### config.mk
export PLATFORM = sky130hd
export DESIGN_NAME = nfbc_top
export DESIGN_NICKNAME = d
export VERILOG_FILES = /design/src/design/nfbc_top_fix.sv /design/src/inc/nfbc_pkg.sv /design/src/design/nfbc_seq.sv /design/src/design/nfbc_top.sv
export SDC_FILE = /design/constraint.sdc
export NUM_CORES = 1
export LEC_CHECK = 0
export ABC_CLOCK_PERIOD_IN_PS = 3350
export BUFFER_PORTS_ARGS = -buffer_cell sky130_fd_sc_hd__buf_2
export CORE_ASPECT_RATIO = 1.75
export CORE_MARGIN = 4
export CORE_UTILIZATION = 53
export CTS_BUF_LIST = sky130_fd_sc_hd__clkbuf_4 sky130_fd_sc_hd__clkbuf_8
export DETAILED_ROUTE_END_ITERATION = 6
export PLACE_DENSITY = 0.86
export RECOVER_POWER = 100
export SYNTH_ARGS = -nofsm -noshare
export SYNTH_HDL_FRONTEND = slang
export SYNTH_SLANG_ARGS = --single-unit
### constraint.sdc
create_clock -name aclk -period 3.35 [get_ports aclk]
set_input_delay 0.67 -clock aclk [delete_from_list [all_inputs] [get_ports aclk]]
set_output_delay 0.67 -clock aclk [all_outputs]
set_load 0.1 [all_outputs]
### src/design/nfbc_top_fix.sv
`timescale 1ns/1ns
`default_nettype none
`default_nettype wire

### src/inc/nfbc_pkg.sv
package nfbc_pkg;
	// ****************************************
	// Register map, byte addresses
	// ****************************************
	localparam logic [31:0] BUS_CTRL_ADDR = 32'hfffc0004;
	localparam logic [31:0] WAIT_CTRL_ADDR = 32'hfffc0028;
	localparam logic [31:0] PIN_CTRL_ADDR = 32'hfffc0100;
	localparam logic [31:0] STATUS_ADDR = 32'hfffc0104;

	// ****************************************
	// Bus control fields
	// ****************************************
	localparam int IDLE_AFTER_WRITE_LSB = 28;
	localparam int IDLE_READ_WRITE_DIFF_LSB = 24;
	localparam int IDLE_READ_WRITE_SAME_LSB = 21;
	localparam int IDLE_READ_READ_DIFF_LSB = 18;
	localparam int IDLE_READ_READ_SAME_LSB = 15;
	localparam int MEM_TYPE_LSB = 12;
	localparam int BYTE_ORDER_BIT = 11;
	localparam int BUS_SIZE_LSB = 9;
	localparam logic [31:0] BUS_CTRL_MASK = 32'h7ffff800;
	localparam logic [31:0] BUS_CTRL_RESET = 32'h00000000;
	localparam logic [2:0] MEM_TYPE_NORMAL = 3'h0;
	localparam logic [1:0] BUS_SIZE_16 = 2'h2;
	localparam logic [1:0] BUS_SIZE_8 = 2'h1;

	// ****************************************
	// Wait control fields
	// ****************************************
	localparam int SETUP_DELAY_LSB = 11;
	localparam int WAIT_COUNT_LSB = 7;
	localparam int WAIT_MASK_BIT = 6;
	localparam int HOLD_DELAY_LSB = 0;
	localparam logic [31:0] WAIT_CTRL_MASK = 32'h00001fc3;
	localparam logic [31:0] WAIT_CTRL_RESET = 32'h00001f83;

	// ****************************************
	// Pin control and status fields
	// ****************************************
	localparam int PIN_SELECT_BIT = 0;
	localparam int PORT_DATA_LSB = 8;
	localparam int PORT_DIR_LSB = 16;
	localparam int PORT_IN_LSB = 24;
	localparam logic [31:0] PIN_CTRL_MASK = 32'h003f3f01;
	localparam int STAT_BUSY_BIT = 0;
	localparam int STAT_NARROW_BIT = 1;

	// ****************************************
	// Bus answers and timing
	// ****************************************
	localparam logic [1:0] RESP_OKAY = 2'h0;
	localparam logic [1:0] RESP_DECERR = 2'h3;
	// One clock is half a bus cycle, so 1.5 bus cycles is three clocks
	localparam int HALVES_PER_BUS_CYCLE = 2;

	function automatic logic bus_size_is_16(input logic [1:0] code);
		return code == BUS_SIZE_16;
	endfunction
endpackage

### src/design/nfbc_seq.sv
`timescale 1ns/1ns
`default_nettype none
module nfbc_seq
	import nfbc_pkg::*;
#(
	parameter int CNT_W = 5
) (
	input wire logic aclk,
	input wire logic aresetn,
	input wire logic start,
	input wire logic [2:0] idle_cycles,
	input wire logic [1:0] setup_sel,
	input wire logic [3:0] wait_sel,
	input wire logic [1:0] hold_sel,
	input wire logic wait_mask,
	input wire logic ext_wait_n,
	output logic busy,
	output logic cs_on,
	output logic strobe_on,
	output logic sample,
	output logic finish
);
	typedef enum logic [2:0] {S_IDLE, S_GAP, S_SETUP, S_T1, S_WAIT, S_T2, S_HOLD} nfbc_state_e;

	nfbc_state_e state;
	logic [CNT_W-1:0] cnt;

	if (CNT_W < 5) begin : g_chk
		$error("CNT_W too small for the longest wait");
	end

	// Half-cycle count minus one, for 0.5/1.5/2.5/3.5 cycle spans
	function automatic logic [CNT_W-1:0] half_span(input logic [1:0] sel);
		return CNT_W'({sel, 1'b0});
	endfunction

	function automatic logic [CNT_W-1:0] whole_span(input logic [3:0] n);
		return CNT_W'(n * HALVES_PER_BUS_CYCLE) - CNT_W'(1);
	endfunction

	always_ff @(posedge aclk) begin
		if (!aresetn) begin
			state <= S_IDLE;
			cnt <= '0;
		end else begin
			unique case (state)
				S_IDLE: if (start) begin
					// Gap belongs to the space between accesses, never inside one
					if (idle_cycles != 3'h0) begin // RULE_18
						state <= S_GAP; // RULE_05
						cnt <= whole_span({1'b0, idle_cycles});
					end else begin
						state <= S_SETUP; // RULE_06
						cnt <= half_span(setup_sel);
					end
				end
				S_GAP: if (cnt == '0) begin
					state <= S_SETUP;
					cnt <= half_span(setup_sel); // RULE_09
				end else cnt <= cnt - CNT_W'(1);
				S_SETUP: if (cnt == '0) begin
					state <= S_T1; // RULE_19
					cnt <= CNT_W'(1);
				end else cnt <= cnt - CNT_W'(1);
				S_T1: if (cnt == '0) begin
					if (wait_sel != 4'h0) begin
						state <= S_WAIT; // RULE_17
						cnt <= whole_span(wait_sel); // RULE_10
					end else begin
						state <= S_T2;
						cnt <= CNT_W'(1);
					end
				end else cnt <= cnt - CNT_W'(1);
				S_WAIT: if (cnt != '0) begin
					cnt <= cnt - CNT_W'(1);
				end else if (wait_mask || ext_wait_n) begin // RULE_11
					state <= S_T2;
					cnt <= CNT_W'(1);
				end
				S_T2: if (cnt == '0) begin
					state <= S_HOLD;
					cnt <= half_span(hold_sel); // RULE_12
				end else cnt <= cnt - CNT_W'(1);
				S_HOLD: if (cnt == '0) begin
					state <= S_IDLE;
				end else cnt <= cnt - CNT_W'(1);
			endcase
		end
	end

	assign busy = state != S_IDLE;
	assign cs_on = state inside {S_SETUP, S_T1, S_WAIT, S_T2, S_HOLD};
	assign strobe_on = state inside {S_T1, S_WAIT, S_T2};
	assign sample = state == S_T2 && cnt == '0;
	assign finish = state == S_HOLD && cnt == '0;
endmodule
`default_nettype wire

### src/design/nfbc_top.sv
// Notes on behaviour
// RULE_01: Strap low gives a 16-bit bus, strap high an 8-bit bus.
// RULE_02: Strap level is caught once after reset and then held.
// RULE_03: Software writes to the bus-size field are dropped; strap decides width.
// RULE_04: Bus-size code binary 10 means a 16-bit bus.
// RULE_05: Write-following idle field gives idle cycles after a write; 001 gives one.
// RULE_06: Read-following idle fields at 000 insert no idle cycles.
// RULE_07: Memory type 000 marks the region as normal static space.
// RULE_08: Byte-order bit 0 places bytes big-endian on the bus.
// RULE_09: Set-up field delays the strobe after chip select; 01 gives 1.5 cycles.
// RULE_10: Four-bit wait field gives access-wait cycles; 0101 gives five.
// RULE_11: Wait-mask bit set makes the external wait input ignored.
// RULE_12: Hold field keeps address and select after strobe; 01 gives 1.5 cycles.
// RULE_13: Memory type and bus width are kept per region.
// RULE_14: Upper address pins stay port pins until pin selection switches them.
// RULE_15: Low-byte write strobe marks a write on the low data lane.
// RULE_16: Read strobe is the output enable for data from memory.
// RULE_17: Access-wait cycles sit between the first and second basic cycles.
// RULE_18: Idle cycles go between accesses, never inside one.
// RULE_19: Access order: select, set-up, strobe, waits, strobe off, hold.
`timescale 1ns/1ns
`default_nettype none
module nfbc_top
	import nfbc_pkg::*;
(
	input wire logic aclk,
	input wire logic aresetn,
	input wire logic [31:0] s_axi_awaddr,
	input wire logic s_axi_awvalid,
	output logic s_axi_awready,
	input wire logic [31:0] s_axi_wdata,
	input wire logic [3:0] s_axi_wstrb,
	input wire logic s_axi_wvalid,
	output logic s_axi_wready,
	output logic [1:0] s_axi_bresp,
	output logic s_axi_bvalid,
	input wire logic s_axi_bready,
	input wire logic [31:0] s_axi_araddr,
	input wire logic s_axi_arvalid,
	output logic s_axi_arready,
	output logic [31:0] s_axi_rdata,
	output logic [1:0] s_axi_rresp,
	output logic s_axi_rvalid,
	input wire logic s_axi_rready,
	input wire logic req_valid,
	output logic req_ready,
	input wire logic req_write,
	input wire logic req_half,
	input wire logic [22:0] req_addr,
	input wire logic [15:0] req_wdata,
	output logic rsp_valid,
	output logic rsp_err,
	output logic [15:0] rsp_rdata,
	input wire logic width_strap_pin,
	output logic region0_chip_select_n,
	output logic read_strobe_n,
	output logic low_byte_write_strobe_n,
	output logic high_byte_write_strobe_n,
	input wire logic ext_wait_n,
	output logic [16:0] addr_out,
	input wire logic [5:0] upper_pin_in,
	output logic [5:0] upper_pin_out,
	output logic [5:0] upper_pin_oe,
	input wire logic [15:0] data_in,
	output logic [15:0] data_out,
	output logic data_oe
);
	// ****************************************
	// Register state
	// ****************************************
	logic [31:0] bus_ctrl, wait_ctrl, pin_ctrl, aw_addr, w_data;
	logic [3:0] w_strb;
	logic strap_taken, strap_narrow, aw_held, w_held;
	logic [1:0] eff_bus_size;
	logic bus16, little, pin_select;

	// ****************************************
	// Access state
	// ****************************************
	logic acc_write, acc_half, acc_hi, had_prev, last_write;
	logic [2:0] next_idle;
	logic accept, refuse;
	logic seq_busy, cs_on, strobe_on, sample, finish;

	function automatic logic [15:0] swap16(input logic [15:0] v);
		return {v[7:0], v[15:8]};
	endfunction

	function automatic logic [31:0] merge(input logic [31:0] old, input logic [31:0] nv,
			input logic [3:0] strb, input logic [31:0] mask);
		logic [31:0] r;
		r = old;
		for (int i = 0; i < 4; i++) begin
			if (strb[i]) begin
				r[i*8 +: 8] = nv[i*8 +: 8];
			end
		end
		return r & mask;
	endfunction

	// ****************************************
	// Strap capture
	// ****************************************
	// Caught by a clocked process after release, never loaded under reset
	always_ff @(posedge aclk) begin
		if (!aresetn) begin
			strap_taken <= 1'b0;
			strap_narrow <= 1'b0;
		end else if (!strap_taken) begin
			strap_taken <= 1'b1; // RULE_02
			strap_narrow <= width_strap_pin; // RULE_01
		end
	end

	assign eff_bus_size = strap_narrow ? BUS_SIZE_8 : BUS_SIZE_16; // RULE_01
	assign bus16 = bus_size_is_16(eff_bus_size); // RULE_04
	assign little = bus_ctrl[BYTE_ORDER_BIT]; // RULE_08
	assign pin_select = pin_ctrl[PIN_SELECT_BIT];

	// ****************************************
	// Register write channel
	// ****************************************
	assign s_axi_awready = !aw_held && !s_axi_bvalid;
	assign s_axi_wready = !w_held && !s_axi_bvalid;

	always_ff @(posedge aclk) begin
		if (!aresetn) begin
			aw_held <= 1'b0;
			aw_addr <= '0;
		end else if (s_axi_awvalid && s_axi_awready) begin
			aw_held <= 1'b1;
			aw_addr <= s_axi_awaddr;
		end else if (aw_held && w_held) begin
			aw_held <= 1'b0;
		end
	end

	always_ff @(posedge aclk) begin
		if (!aresetn) begin
			w_held <= 1'b0;
			w_data <= '0;
			w_strb <= '0;
		end else if (s_axi_wvalid && s_axi_wready) begin
			w_held <= 1'b1;
			w_data <= s_axi_wdata;
			w_strb <= s_axi_wstrb;
		end else if (aw_held && w_held) begin
			w_held <= 1'b0;
		end
	end

	// Bus-size bits are outside the write mask, so writes never reach them
	always_ff @(posedge aclk) begin
		if (!aresetn) begin
			bus_ctrl <= BUS_CTRL_RESET;
			wait_ctrl <= WAIT_CTRL_RESET;
			pin_ctrl <= '0; // RULE_14
		end else if (aw_held && w_held) begin
			unique case (aw_addr)
				BUS_CTRL_ADDR: bus_ctrl <= merge(bus_ctrl, w_data, w_strb, BUS_CTRL_MASK); // RULE_03
				WAIT_CTRL_ADDR: wait_ctrl <= merge(wait_ctrl, w_data, w_strb, WAIT_CTRL_MASK);
				PIN_CTRL_ADDR: pin_ctrl <= merge(pin_ctrl, w_data, w_strb, PIN_CTRL_MASK);
				default: ;
			endcase
		end
	end

	always_ff @(posedge aclk) begin
		if (!aresetn) begin
			s_axi_bvalid <= 1'b0;
			s_axi_bresp <= RESP_OKAY;
		end else if (aw_held && w_held) begin
			s_axi_bvalid <= 1'b1;
			s_axi_bresp <= (aw_addr inside {BUS_CTRL_ADDR, WAIT_CTRL_ADDR, PIN_CTRL_ADDR})
				? RESP_OKAY : RESP_DECERR;
		end else if (s_axi_bready) begin
			s_axi_bvalid <= 1'b0;
		end
	end

	// ****************************************
	// Register read channel
	// ****************************************
	assign s_axi_arready = !s_axi_rvalid;

	always_ff @(posedge aclk) begin
		if (!aresetn) begin
			s_axi_rvalid <= 1'b0;
			s_axi_rdata <= '0;
			s_axi_rresp <= RESP_OKAY;
		end else if (s_axi_arvalid && s_axi_arready) begin
			s_axi_rvalid <= 1'b1;
			s_axi_rresp <= RESP_OKAY;
			unique case (s_axi_araddr)
				// Width field reads back what the strap chose
				BUS_CTRL_ADDR: s_axi_rdata <= bus_ctrl | {21'h0, eff_bus_size, 9'h0}; // RULE_13
				WAIT_CTRL_ADDR: s_axi_rdata <= wait_ctrl;
				PIN_CTRL_ADDR: s_axi_rdata <= pin_ctrl | {2'h0, upper_pin_in, 24'h0};
				STATUS_ADDR: s_axi_rdata <= {30'h0, strap_narrow, seq_busy};
				default: begin
					s_axi_rdata <= '0;
					s_axi_rresp <= RESP_DECERR;
				end
			endcase
		end else if (s_axi_rready) begin
			s_axi_rvalid <= 1'b0;
		end
	end

	// ****************************************
	// Access requests
	// ****************************************
	// Half-word on an 8-bit bus or a non-normal space is answered with an error
	assign req_ready = strap_taken && !seq_busy && !rsp_valid;
	assign refuse = bus_ctrl[MEM_TYPE_LSB +: 3] != MEM_TYPE_NORMAL // RULE_07
		|| (req_half && !bus16);
	assign accept = req_valid && req_ready && !refuse;

	// One region only, so the same-space read idle fields apply
	always_comb begin
		next_idle = 3'h0;
		if (had_prev && last_write) begin
			next_idle = bus_ctrl[IDLE_AFTER_WRITE_LSB +: 3]; // RULE_05
		end else if (had_prev && req_write) begin
			next_idle = bus_ctrl[IDLE_READ_WRITE_SAME_LSB +: 3]; // RULE_06
		end else if (had_prev) begin
			next_idle = bus_ctrl[IDLE_READ_READ_SAME_LSB +: 3]; // RULE_06
		end
	end

	always_ff @(posedge aclk) begin
		if (!aresetn) begin
			acc_write <= 1'b0;
			acc_half <= 1'b0;
			acc_hi <= 1'b0;
			had_prev <= 1'b0;
			last_write <= 1'b0;
			addr_out <= '0;
			data_out <= '0;
		end else if (accept) begin
			acc_write <= req_write;
			acc_half <= req_half;
			// Big-endian puts the even byte on the high lane
			acc_hi <= bus16 && (req_addr[0] == little); // RULE_08
			had_prev <= 1'b1;
			last_write <= req_write;
			addr_out <= req_addr[16:0];
			if (req_half) begin
				data_out <= little ? swap16(req_wdata) : req_wdata; // RULE_08
			end else begin
				data_out <= {req_wdata[7:0], req_wdata[7:0]};
			end
		end
	end

	always_ff @(posedge aclk) begin
		if (!aresetn) begin
			rsp_valid <= 1'b0;
			rsp_err <= 1'b0;
			rsp_rdata <= '0;
		end else if (req_valid && req_ready && refuse) begin
			rsp_valid <= 1'b1;
			rsp_err <= 1'b1;
		end else if (finish) begin
			rsp_valid <= 1'b1;
			rsp_err <= 1'b0;
		end else begin
			rsp_valid <= 1'b0;
			if (sample && !acc_write) begin // RULE_16
				if (acc_half) begin
					rsp_rdata <= little ? swap16(data_in) : data_in;
				end else begin
					rsp_rdata <= {8'h0, acc_hi ? data_in[15:8] : data_in[7:0]};
				end
			end
		end
	end

	// ****************************************
	// Access sequencer
	// ****************************************
	nfbc_seq #(
		.CNT_W(5)
	) u_seq (
		.aclk(aclk),
		.aresetn(aresetn),
		.start(accept),
		.idle_cycles(next_idle),
		.setup_sel(wait_ctrl[SETUP_DELAY_LSB +: 2]),
		.wait_sel(wait_ctrl[WAIT_COUNT_LSB +: 4]),
		.hold_sel(wait_ctrl[HOLD_DELAY_LSB +: 2]),
		.wait_mask(wait_ctrl[WAIT_MASK_BIT]),
		.ext_wait_n(ext_wait_n),
		.busy(seq_busy),
		.cs_on(cs_on),
		.strobe_on(strobe_on),
		.sample(sample),
		.finish(finish)
	);

	// ****************************************
	// Pins
	// ****************************************
	// Registered so strobes and select never glitch between states
	always_ff @(posedge aclk) begin
		if (!aresetn) begin
			region0_chip_select_n <= 1'b1;
			read_strobe_n <= 1'b1;
			low_byte_write_strobe_n <= 1'b1;
			high_byte_write_strobe_n <= 1'b1;
			data_oe <= 1'b0;
		end else begin
			region0_chip_select_n <= !cs_on; // RULE_19
			read_strobe_n <= !(strobe_on && !acc_write); // RULE_16
			low_byte_write_strobe_n <= !(strobe_on && acc_write && (acc_half || !acc_hi)); // RULE_15
			high_byte_write_strobe_n <= !(strobe_on && acc_write && (acc_half || acc_hi));
			data_oe <= cs_on && acc_write;
		end
	end

	always_ff @(posedge aclk) begin
		if (!aresetn) begin
			upper_pin_out <= '0;
			upper_pin_oe <= '0;
		end else if (pin_select) begin
			if (accept) upper_pin_out <= req_addr[22:17];
			upper_pin_oe <= 6'h3f;
		end else begin
			upper_pin_out <= pin_ctrl[PORT_DATA_LSB +: 6]; // RULE_14
			upper_pin_oe <= pin_ctrl[PORT_DIR_LSB +: 6];
		end
	end
endmodule
`default_nettype wire

==> results.md, run 1 <==
* Row count at 63
* Vias at slightly below 9000
* Post-synthesis cell count at 1092
* Die Y at roughly 180 um
* Hold Path Class: primary input to flip-flop
* Gpl congestion at between 0.8 and 0.9
* DRC errors left at 0
* Power Dens Cells at 608 nW/um2
* DR WL/cell at 16.4 um
* GRT Residual Overflow at 0
* I/O pin count at about 280
* Via density at 5.57
* Sequential cell area fraction in the yosys report at 48.4%
* Initial antenna violation count at 0
* Initial Util at 53.7%
* Yosys cell types at 60
* Prevailing post-synth register cell: dfxtp_1
* Area added between synthesis and finish at 20.9%
* Clock edge transition at the registers on the reported setup and hold paths at about 0.070 ns
* Core region area at between 15000 and 20000 um2
* Die X at between 100 and 150 um
* Largest net degree at the start of global routing at 88
* FF+latch count, synth at 220
* H-tree levels at 1
* Avg Cell Area, Syn at 8.34 um2
* Failing checks: max-capacitance violations, max-slew violations
* Num CTS Buffers at 30
* Slowest-stage cell, CP: or3_1
* F_max at 323 MHz
* Clk_lat worst skew at 0.58 ns
* PortBufs at 272
* Slew HR at -42.1%
* Multi-input logic area at 4290 um2
* Crit path launch type: flip-flop
* Final setup TNS at 0 ns
* CTS tree: built
* Post-Syn Area at 9110 um2
* Worst Tran Pin Value at 2.13 ns
* Ant diodes at 0
* Post-CTS sizing at 0
* Critical path type: flip-flop to primary output
* CTS Sinks at 220
* TritonRoute pass-1 iters at 5
* EDFF count, synth at 0
* Lkg Pwr at 0.00461 uW
* CTS Hold Bufs at 0
* Status: finished, violations left
* Root Buffer: clkbuf_8
* Gr usage total at 25.3%
* Async S/R FF share, synth at 0%
* Worst endpoint required time at 2.68 ns
* Max clock buf depth at 3
* Crit-path max FO at 21
* Final Hold Vio Count at 0
* Crit path DAT at approximately 2.4 ns
* Hold Path Depth at 2
* Share of cells above drive strength 1 at about 19%
* Max-slew violations at 53
* Ys Warns at 0
* Final std cells w/o fill at 1583
* Reg2Reg Depth at 8
* Finish-stage setup viols at 0
* First-pass GRT wire length at a little over 40000 um
* Setup crit end kind: primary output
* Fin crit share at 92.5%
* Dpl hpwl at roughly 19000 um
* Initial DRC count at 568
* Final ANT Viol Nets at 0
* Final wirelength at 26000 um
* Vias in the first global route at 8474
* Clock period minus worst slack at 3.10 ns
* Final Net Count at approximately 1500
* Max stage delay on crit path at 0.53 ns
* Die area at 19400 um2
* Clock skew at 0.0314 ns
* Filler Cell Count at around 1500
* RSZ-0062 raised after global routing: no
* Placed instance count at 1532
* Max cap viols at 1
* Crit path cell chain: or3_1 > nor3b_2 > clkbuf_2
* Worst VDD drop at 0.384 mV
* Register area at roughly 4400 um2
* Post-CTS Setup Inserts at 0
==> worst paths after layout <==
kind                                from                         to  slack, ns
max          u_seq.state[1]$_SDFFE_PN0P_                  req_ready       0.25
min                         s_axi_rready  s_axi_rvalid$_SDFFE_PN0P_       0.28
max reg2reg    u_seq.cnt[0]$_SDFFE_PN0P_  u_seq.cnt[2]$_SDFFE_PN0P_       0.40
min reg2reg    addr_out[15]$_SDFFE_PN0P_  addr_out[15]$_SDFFE_PN0P_       0.45
==> routing by layer <==
layer | vias up | wire length (um) | global-route usage (%)
met1 | 4113 | 9490 | 27.7
met2 | 358 | 13700 | 47.4
li1 | 4281 | - | -
met3 | 67 | 1800 | 4.06
met4 | 0 | 1010 | 10.3
met5 | - | 0 | 0
==> cells in the mapped netlist (2+ instances only) <==
| cell type | number | share of area [%] |
|---|---|---|
| a221o_1 | 13 | 1.4 |
| a21boi_0 | 2 | 0.16 |
| mux2_2 | 9 | 1.1 |
| inv_1 | 12 | 0.49 |
| mux2i_1 | 51 | 5.6 |
| nor2_1 | 104 | 4.3 |
| a221oi_1 | 3 | 0.29 |
| and2_1 | 5 | 0.34 |
| a222oi_1 | 3 | 0.33 |
| o221ai_1 | 2 | 0.19 |
| a211oi_1 | 21 | 1.7 |
| o21ai_1 | 3 | 0.16 |
| o21ai_0 | 24 | 1.3 |
| xnor2_1 | 2 | 0.19 |
| a21oi_1 | 114 | 6.3 |
| xor2_1 | 3 | 0.29 |
| buf_2 | 9 | 0.49 |
| a311oi_1 | 14 | 1.3 |
| nor4_1 | 7 | 0.48 |
| nor3b_1 | 2 | 0.16 |
| o311ai_0 | 2 | 0.19 |
| nand4_1 | 9 | 0.62 |
| nand4b_1 | 3 | 0.29 |
| nor4b_2 | 2 | 0.33 |
| a2bb2oi_1 | 4 | 0.38 |
| a32oi_1 | 3 | 0.29 |
| clkbuf_1 | 57 | 2.3 |
| o211ai_1 | 4 | 0.33 |
| nand3b_1 | 4 | 0.33 |
| dfxtp_1 | 220 | 48 |
| nand2_1 | 249 | 10 |
| and3_1 | 17 | 1.2 |
| buf_4 | 7 | 0.58 |
| ha_1 | 6 | 0.82 |
| buf_1 | 10 | 0.41 |
| a22oi_1 | 6 | 0.49 |
| nand2b_1 | 7 | 0.48 |
| a211o_1 | 2 | 0.19 |
| nand3_1 | 35 | 1.9 |
| nor4b_1 | 3 | 0.29 |
| or3_1 | 3 | 0.21 |
| or4_1 | 3 | 0.25 |
| buf_6 | 2 | 0.25 |
| a31oi_1 | 4 | 0.27 |
| nor3_1 | 12 | 0.66 |
==> sequential cells by signal (all words and copies together), names as in the netlist, 3 cells and up <==
signal         cells
s_axi_rdata       27
aw_addr           32
w_data            27
upper_pin_oe       6
data_out          16
bus_ctrl          20
u_seq.cnt          5
upper_pin_out      6
u_seq.state        3
w_strb             4
addr_out          17
rsp_rdata         16
pin_ctrl          13
wait_ctrl          9
==> critical path: cells and delay by family (launching register included) <==
family,cells,cell delay [ns]
buffers and inverters,1,0.51
flip-flops,1,0.51
AND/OR/NAND/NOR,2,0.82
==> placed cells by master, fill, tap and decap left out, drive strengths merged, types with 4 or more instances in the layout <==
master / netlist / routed
nand3b: 4 / 4
nor3: 13 / 13
and2: 5 / 5
mux2i: 51 / 51
o21ai: 27 / 27
and3: 17 / 17
a22oi: 6 / 6
a31oi: 4 / 4
inv: 13 / 14
nand2b: 7 / 7
nand4: 9 / 9
o211ai: 4 / 4
mux2: 9 / 9
a311oi: 14 / 14
a211oi: 21 / 21
buf: 28 / 180
dfxtp: 220 / 220
nand3: 35 / 35
conb: 1 / 5
nor4: 9 / 9
a21oi: 114 / 114
clkbuf: 57 / 159
a2bb2oi: 4 / 4
a221o: 13 / 13
ha: 6 / 6
clkinv: 0 / 5
nor4b: 5 / 5
nor2: 104 / 104
nand2: 249 / 249
==> report_power, final <==
part	internal, uW	switching [uW]	leakage, uW	total [uW]
Combinational	438	1280	0.00249	1720
Clock	1090	977	0.000330	2070
Sequential	2780	127	0.00179	2910
Total	4310	2380	0.00461	6690
==> stage by stage <==
stage	setup slack [ns]	power [uW]	util, %	hold slack (ns)	cell area, um2
after CTS	0.264	6770	66.0	0.250	11200
after global routing	0.112	7000	65.0	0.275	11000
final	0.250	6690	65.0	0.279	11000
after global placement	0.287	4670	62.5	0.439	10600
after detailed placement	0.269	4700	62.5	0.443	10600
after floorplan	0.0692	4300	-	0.431	9130
==> cell families (layout without fill, tap and decap cells) <==
| group | Yosys count | in the layout | synth area share, % |
|---|---|---|---|
| other | 1 | 5 | 0.0412 |
| XOR/XNOR | 5 | 5 | 0.481 |
| AO/OA/AOI/OAI | 231 | 231 | 16.1 |
| flip-flops | 220 | 220 | 48.4 |
| AND/OR/NAND/NOR | 471 | 471 | 22.8 |
| multiplexers | 60 | 60 | 6.72 |
| adder cells (fa/ha/maj) | 6 | 6 | 0.824 |
| buffers and inverters | 98 | 358 | 4.62 |
==> area by class of cell <==
type	count	area share, %
clock inverter	6	0.307
sequential	220	40.0
tap	227	2.58
inverter	13	0.489
clock buffer	45	5.23
timing repair buffer	294	12.4
multi-input combinational	778	39.0
(Power assumes the default switching activity.)
==> inputs of run 2 (changes only) <==
--- a/config.mk
+++ b/config.mk
@@ -13,7 +13,6 @@
 export CTS_BUF_LIST = sky130_fd_sc_hd__clkbuf_4 sky130_fd_sc_hd__clkbuf_8
 export DETAILED_ROUTE_END_ITERATION = 6
 export PLACE_DENSITY = 0.86
-export RECOVER_POWER = 100
 export SYNTH_ARGS = -nofsm -noshare
 export SYNTH_HDL_FRONTEND = slang
 export SYNTH_SLANG_ARGS = --single-unit
==> results.md, run 2 (synthesis results as in run 1) <==
* Row count at 63 (unchanged)
* Most frequent cells in the layout: 272 x buf_2, 249 x nand2_1, 220 x dfxtp_1, 114 x a21oi_1, 104 x nor2_1
* TritonRoute pass-1 iters at 6 (+1)
* Vias at 8829 (+0.11%)
* NetSw at 2380 uW (about the same)
* Root Buffer: clkbuf_8
* Die X at 107 um (unchanged)
* Worst hold slack at 0.281 ns (+0.00219 ns)
* Critical path type: flip-flop to primary output
* Tot Pwr at 6730 uW (+0.55%)
* Die area at 19400 um2 (unchanged)
* H-tree levels at 1 (unchanged)
* Finish-stage setup viols at 0 (unchanged)
* Top Registers: aw_addr (32), s_axi_rdata (27), w_data (27)
* Post-CTS Setup Inserts at 0 (unchanged)
* Worst Tran Pin Value at 1.04 ns (-1.09 ns)
* Final ANT Viol Nets at 0 (unchanged)
* Area added between synthesis and finish at 22.9%
* Commonest non-fill, non-tap cell in the layout: buf_2
* Hold Path Class: primary input to flip-flop
* Max-slew violations at 0 (-100%)
* GRT Residual Overflow at 0 (unchanged)
* Post-CTS sizing at 0 (unchanged)
* Vias in the first global route at 8474 (unchanged)
* Lkg Pwr at 0.00507 uW (+9.9%)
* Ant diodes at 0 (unchanged)
* Filler Cell Count at 1422 (-5.1%)
* Clk_lat worst skew at 0.58 ns (about the same)
* Clock period minus worst slack at 3.07 ns (-0.0275 ns)
* Core region area at 16900 um2 (unchanged)
* Initial antenna violation count at 0 (unchanged)
* CTS tree: built
* Die Y at 181 um (unchanged)
* Via density at 5.58 (+0.11%)
* Power Dens Cells at 601 nW/um2 (-1.1%)
* First-pass GRT wire length at 40700 um (unchanged)
* Dpl hpwl at 18800 um (unchanged)
* Largest Register: aw_addr
* Largest register FFs at 32 (unchanged)
* Setup crit end kind: primary output
* Final Hold Vio Count at 0 (unchanged)
* Final Net Count at 1516 (unchanged)
* DR WL/cell at 16.4 um (-0.18%)
* Crit path launch type: flip-flop
* Switching Share at 35.4% (-0.21 points)
* Max clock buf depth at 3 (unchanged)
* F_max at 325 MHz (+0.89%)
* RSZ-0062 raised after global routing: no
* Gpl congestion at 0.883 (unchanged)
* Core Util, Final at 66.0% (+1.1 points)
* Initial Util at 53.7% (unchanged)
* Crit path DAT at 2.40 ns (-0.03 ns)
* PortBufs at 272 (unchanged)
* Largest net degree at the start of global routing at 88 (unchanged)
* DRC errors left at 0 (unchanged)
* Int Power at 4350 uW (+0.87%)
* Clock edge transition at the registers on the reported setup and hold paths at 0.08 ns (about the same)
* Num CTS Buffers at 30 (unchanged)
* Max stage delay on crit path at 0.54 ns (about the same)
* Critical path buffer and inverter count at 1 (unchanged)
* Worst VDD drop at 0.392 mV (+2.1%)
* Slew HR at 30.3% (+72 points)
* Status: finished, final reports clean
* Clock skew at 0.0335 ns (+0.00213 ns)
* Worst endpoint required time at 2.68 ns (about the same)
* CTS Sinks at 220 (unchanged)
* Final setup TNS at 0 ns (unchanged)
* Gr usage total at 25.3% (unchanged)
* Clock Power Share at 30.8% (about the same)
* Share of cells above drive strength 1 at 27.0% (+8.4 points)
* Crit path cell chain: or3_1 > nor3b_2 > buf_2
* Reg power frac at 43.2% (-0.2 points)
* Initial DRC count at 561 (-1.2%)
* Combinational share of power at 26.1% (+0.5 points)
* Final wirelength at 25900 um (-0.18%)
* Crit-path leading delay family: simple AND/OR/NAND/NOR gates
* Crit-path max FO at 21 (unchanged)
* I/O pin count at 283 (unchanged)
* CTS Hold Bufs at 0 (unchanged)
* Max cap viols at 0 (-1)
* Fin crit share at 91.7% (-0.82 points)
* Slowest-stage cell, CP: or3_1
run 2: final timing paths:
check | startpoint | end | slack (ns) | cells past startpoint
worst max-delay path | u_seq.state[1]$_SDFFE_PN0P_ | req_ready | 0.28 | 3
worst min-delay path | s_axi_rready | s_axi_rvalid$_SDFFE_PN0P_ | 0.28 | 2
worst max register to register | u_seq.cnt[0]$_SDFFE_PN0P_ | u_seq.cnt[2]$_SDFFE_PN0P_ | 0.60 | 8
worst min register to register | addr_out[15]$_SDFFE_PN0P_ | addr_out[15]$_SDFFE_PN0P_ | 0.45 | 2
run 2: power groups by stage:
stage / clock [uW] / combinational [uW] / sequential (uW)
floorplan: 0 / 903 / 3400
global placement: 0 / 1720 / 2950
detailed placement: 0 / 1740 / 2960
CTS: 2120 / 1750 / 2900
global route: 2220 / 1900 / 2920
finish: 2070 / 1750 / 2900
run 2: layer usage:
metal / vias up / track usage (%) / wire [um]
met2: 362 / 47.4 / 13600
met1: 4113 / 27.7 / 9460
met3: 77 / 4.06 / 1820
li1: 4277 / - / -
met4: 0 / 10.3 / 1110
met5: - / 0 / 0
run 2: area by class of cell:
type | count | area, um2 | area share (%)
multi-input cells | 778 | 4300 | 38.4
inverters | 13 | 53.8 | 0.481
well taps | 227 | 284 | 2.54
clock inverters | 6 | 33.8 | 0.302
clock buffers | 45 | 576 | 5.14
repair buffers | 294 | 1540 | 13.7
flip-flops and latches | 220 | 4400 | 39.3
run 2: metrics by stage:
| stage | setup WS [ns] | cells | cell area, um2 |
|---|---|---|---|
| 2_1_floorplan | 0.0692 | 1096 | 9130 |
| 3_3_place_gp | 0.287 | 1532 | 10600 |
| 3_5_place_dp | 0.269 | 1532 | 10600 |
| 4_1_cts | 0.264 | 1583 | 11200 |
| 5_1_grt | 0.134 | 1583 | 11200 |
| 6_report | 0.278 | 1583 | 11200 |
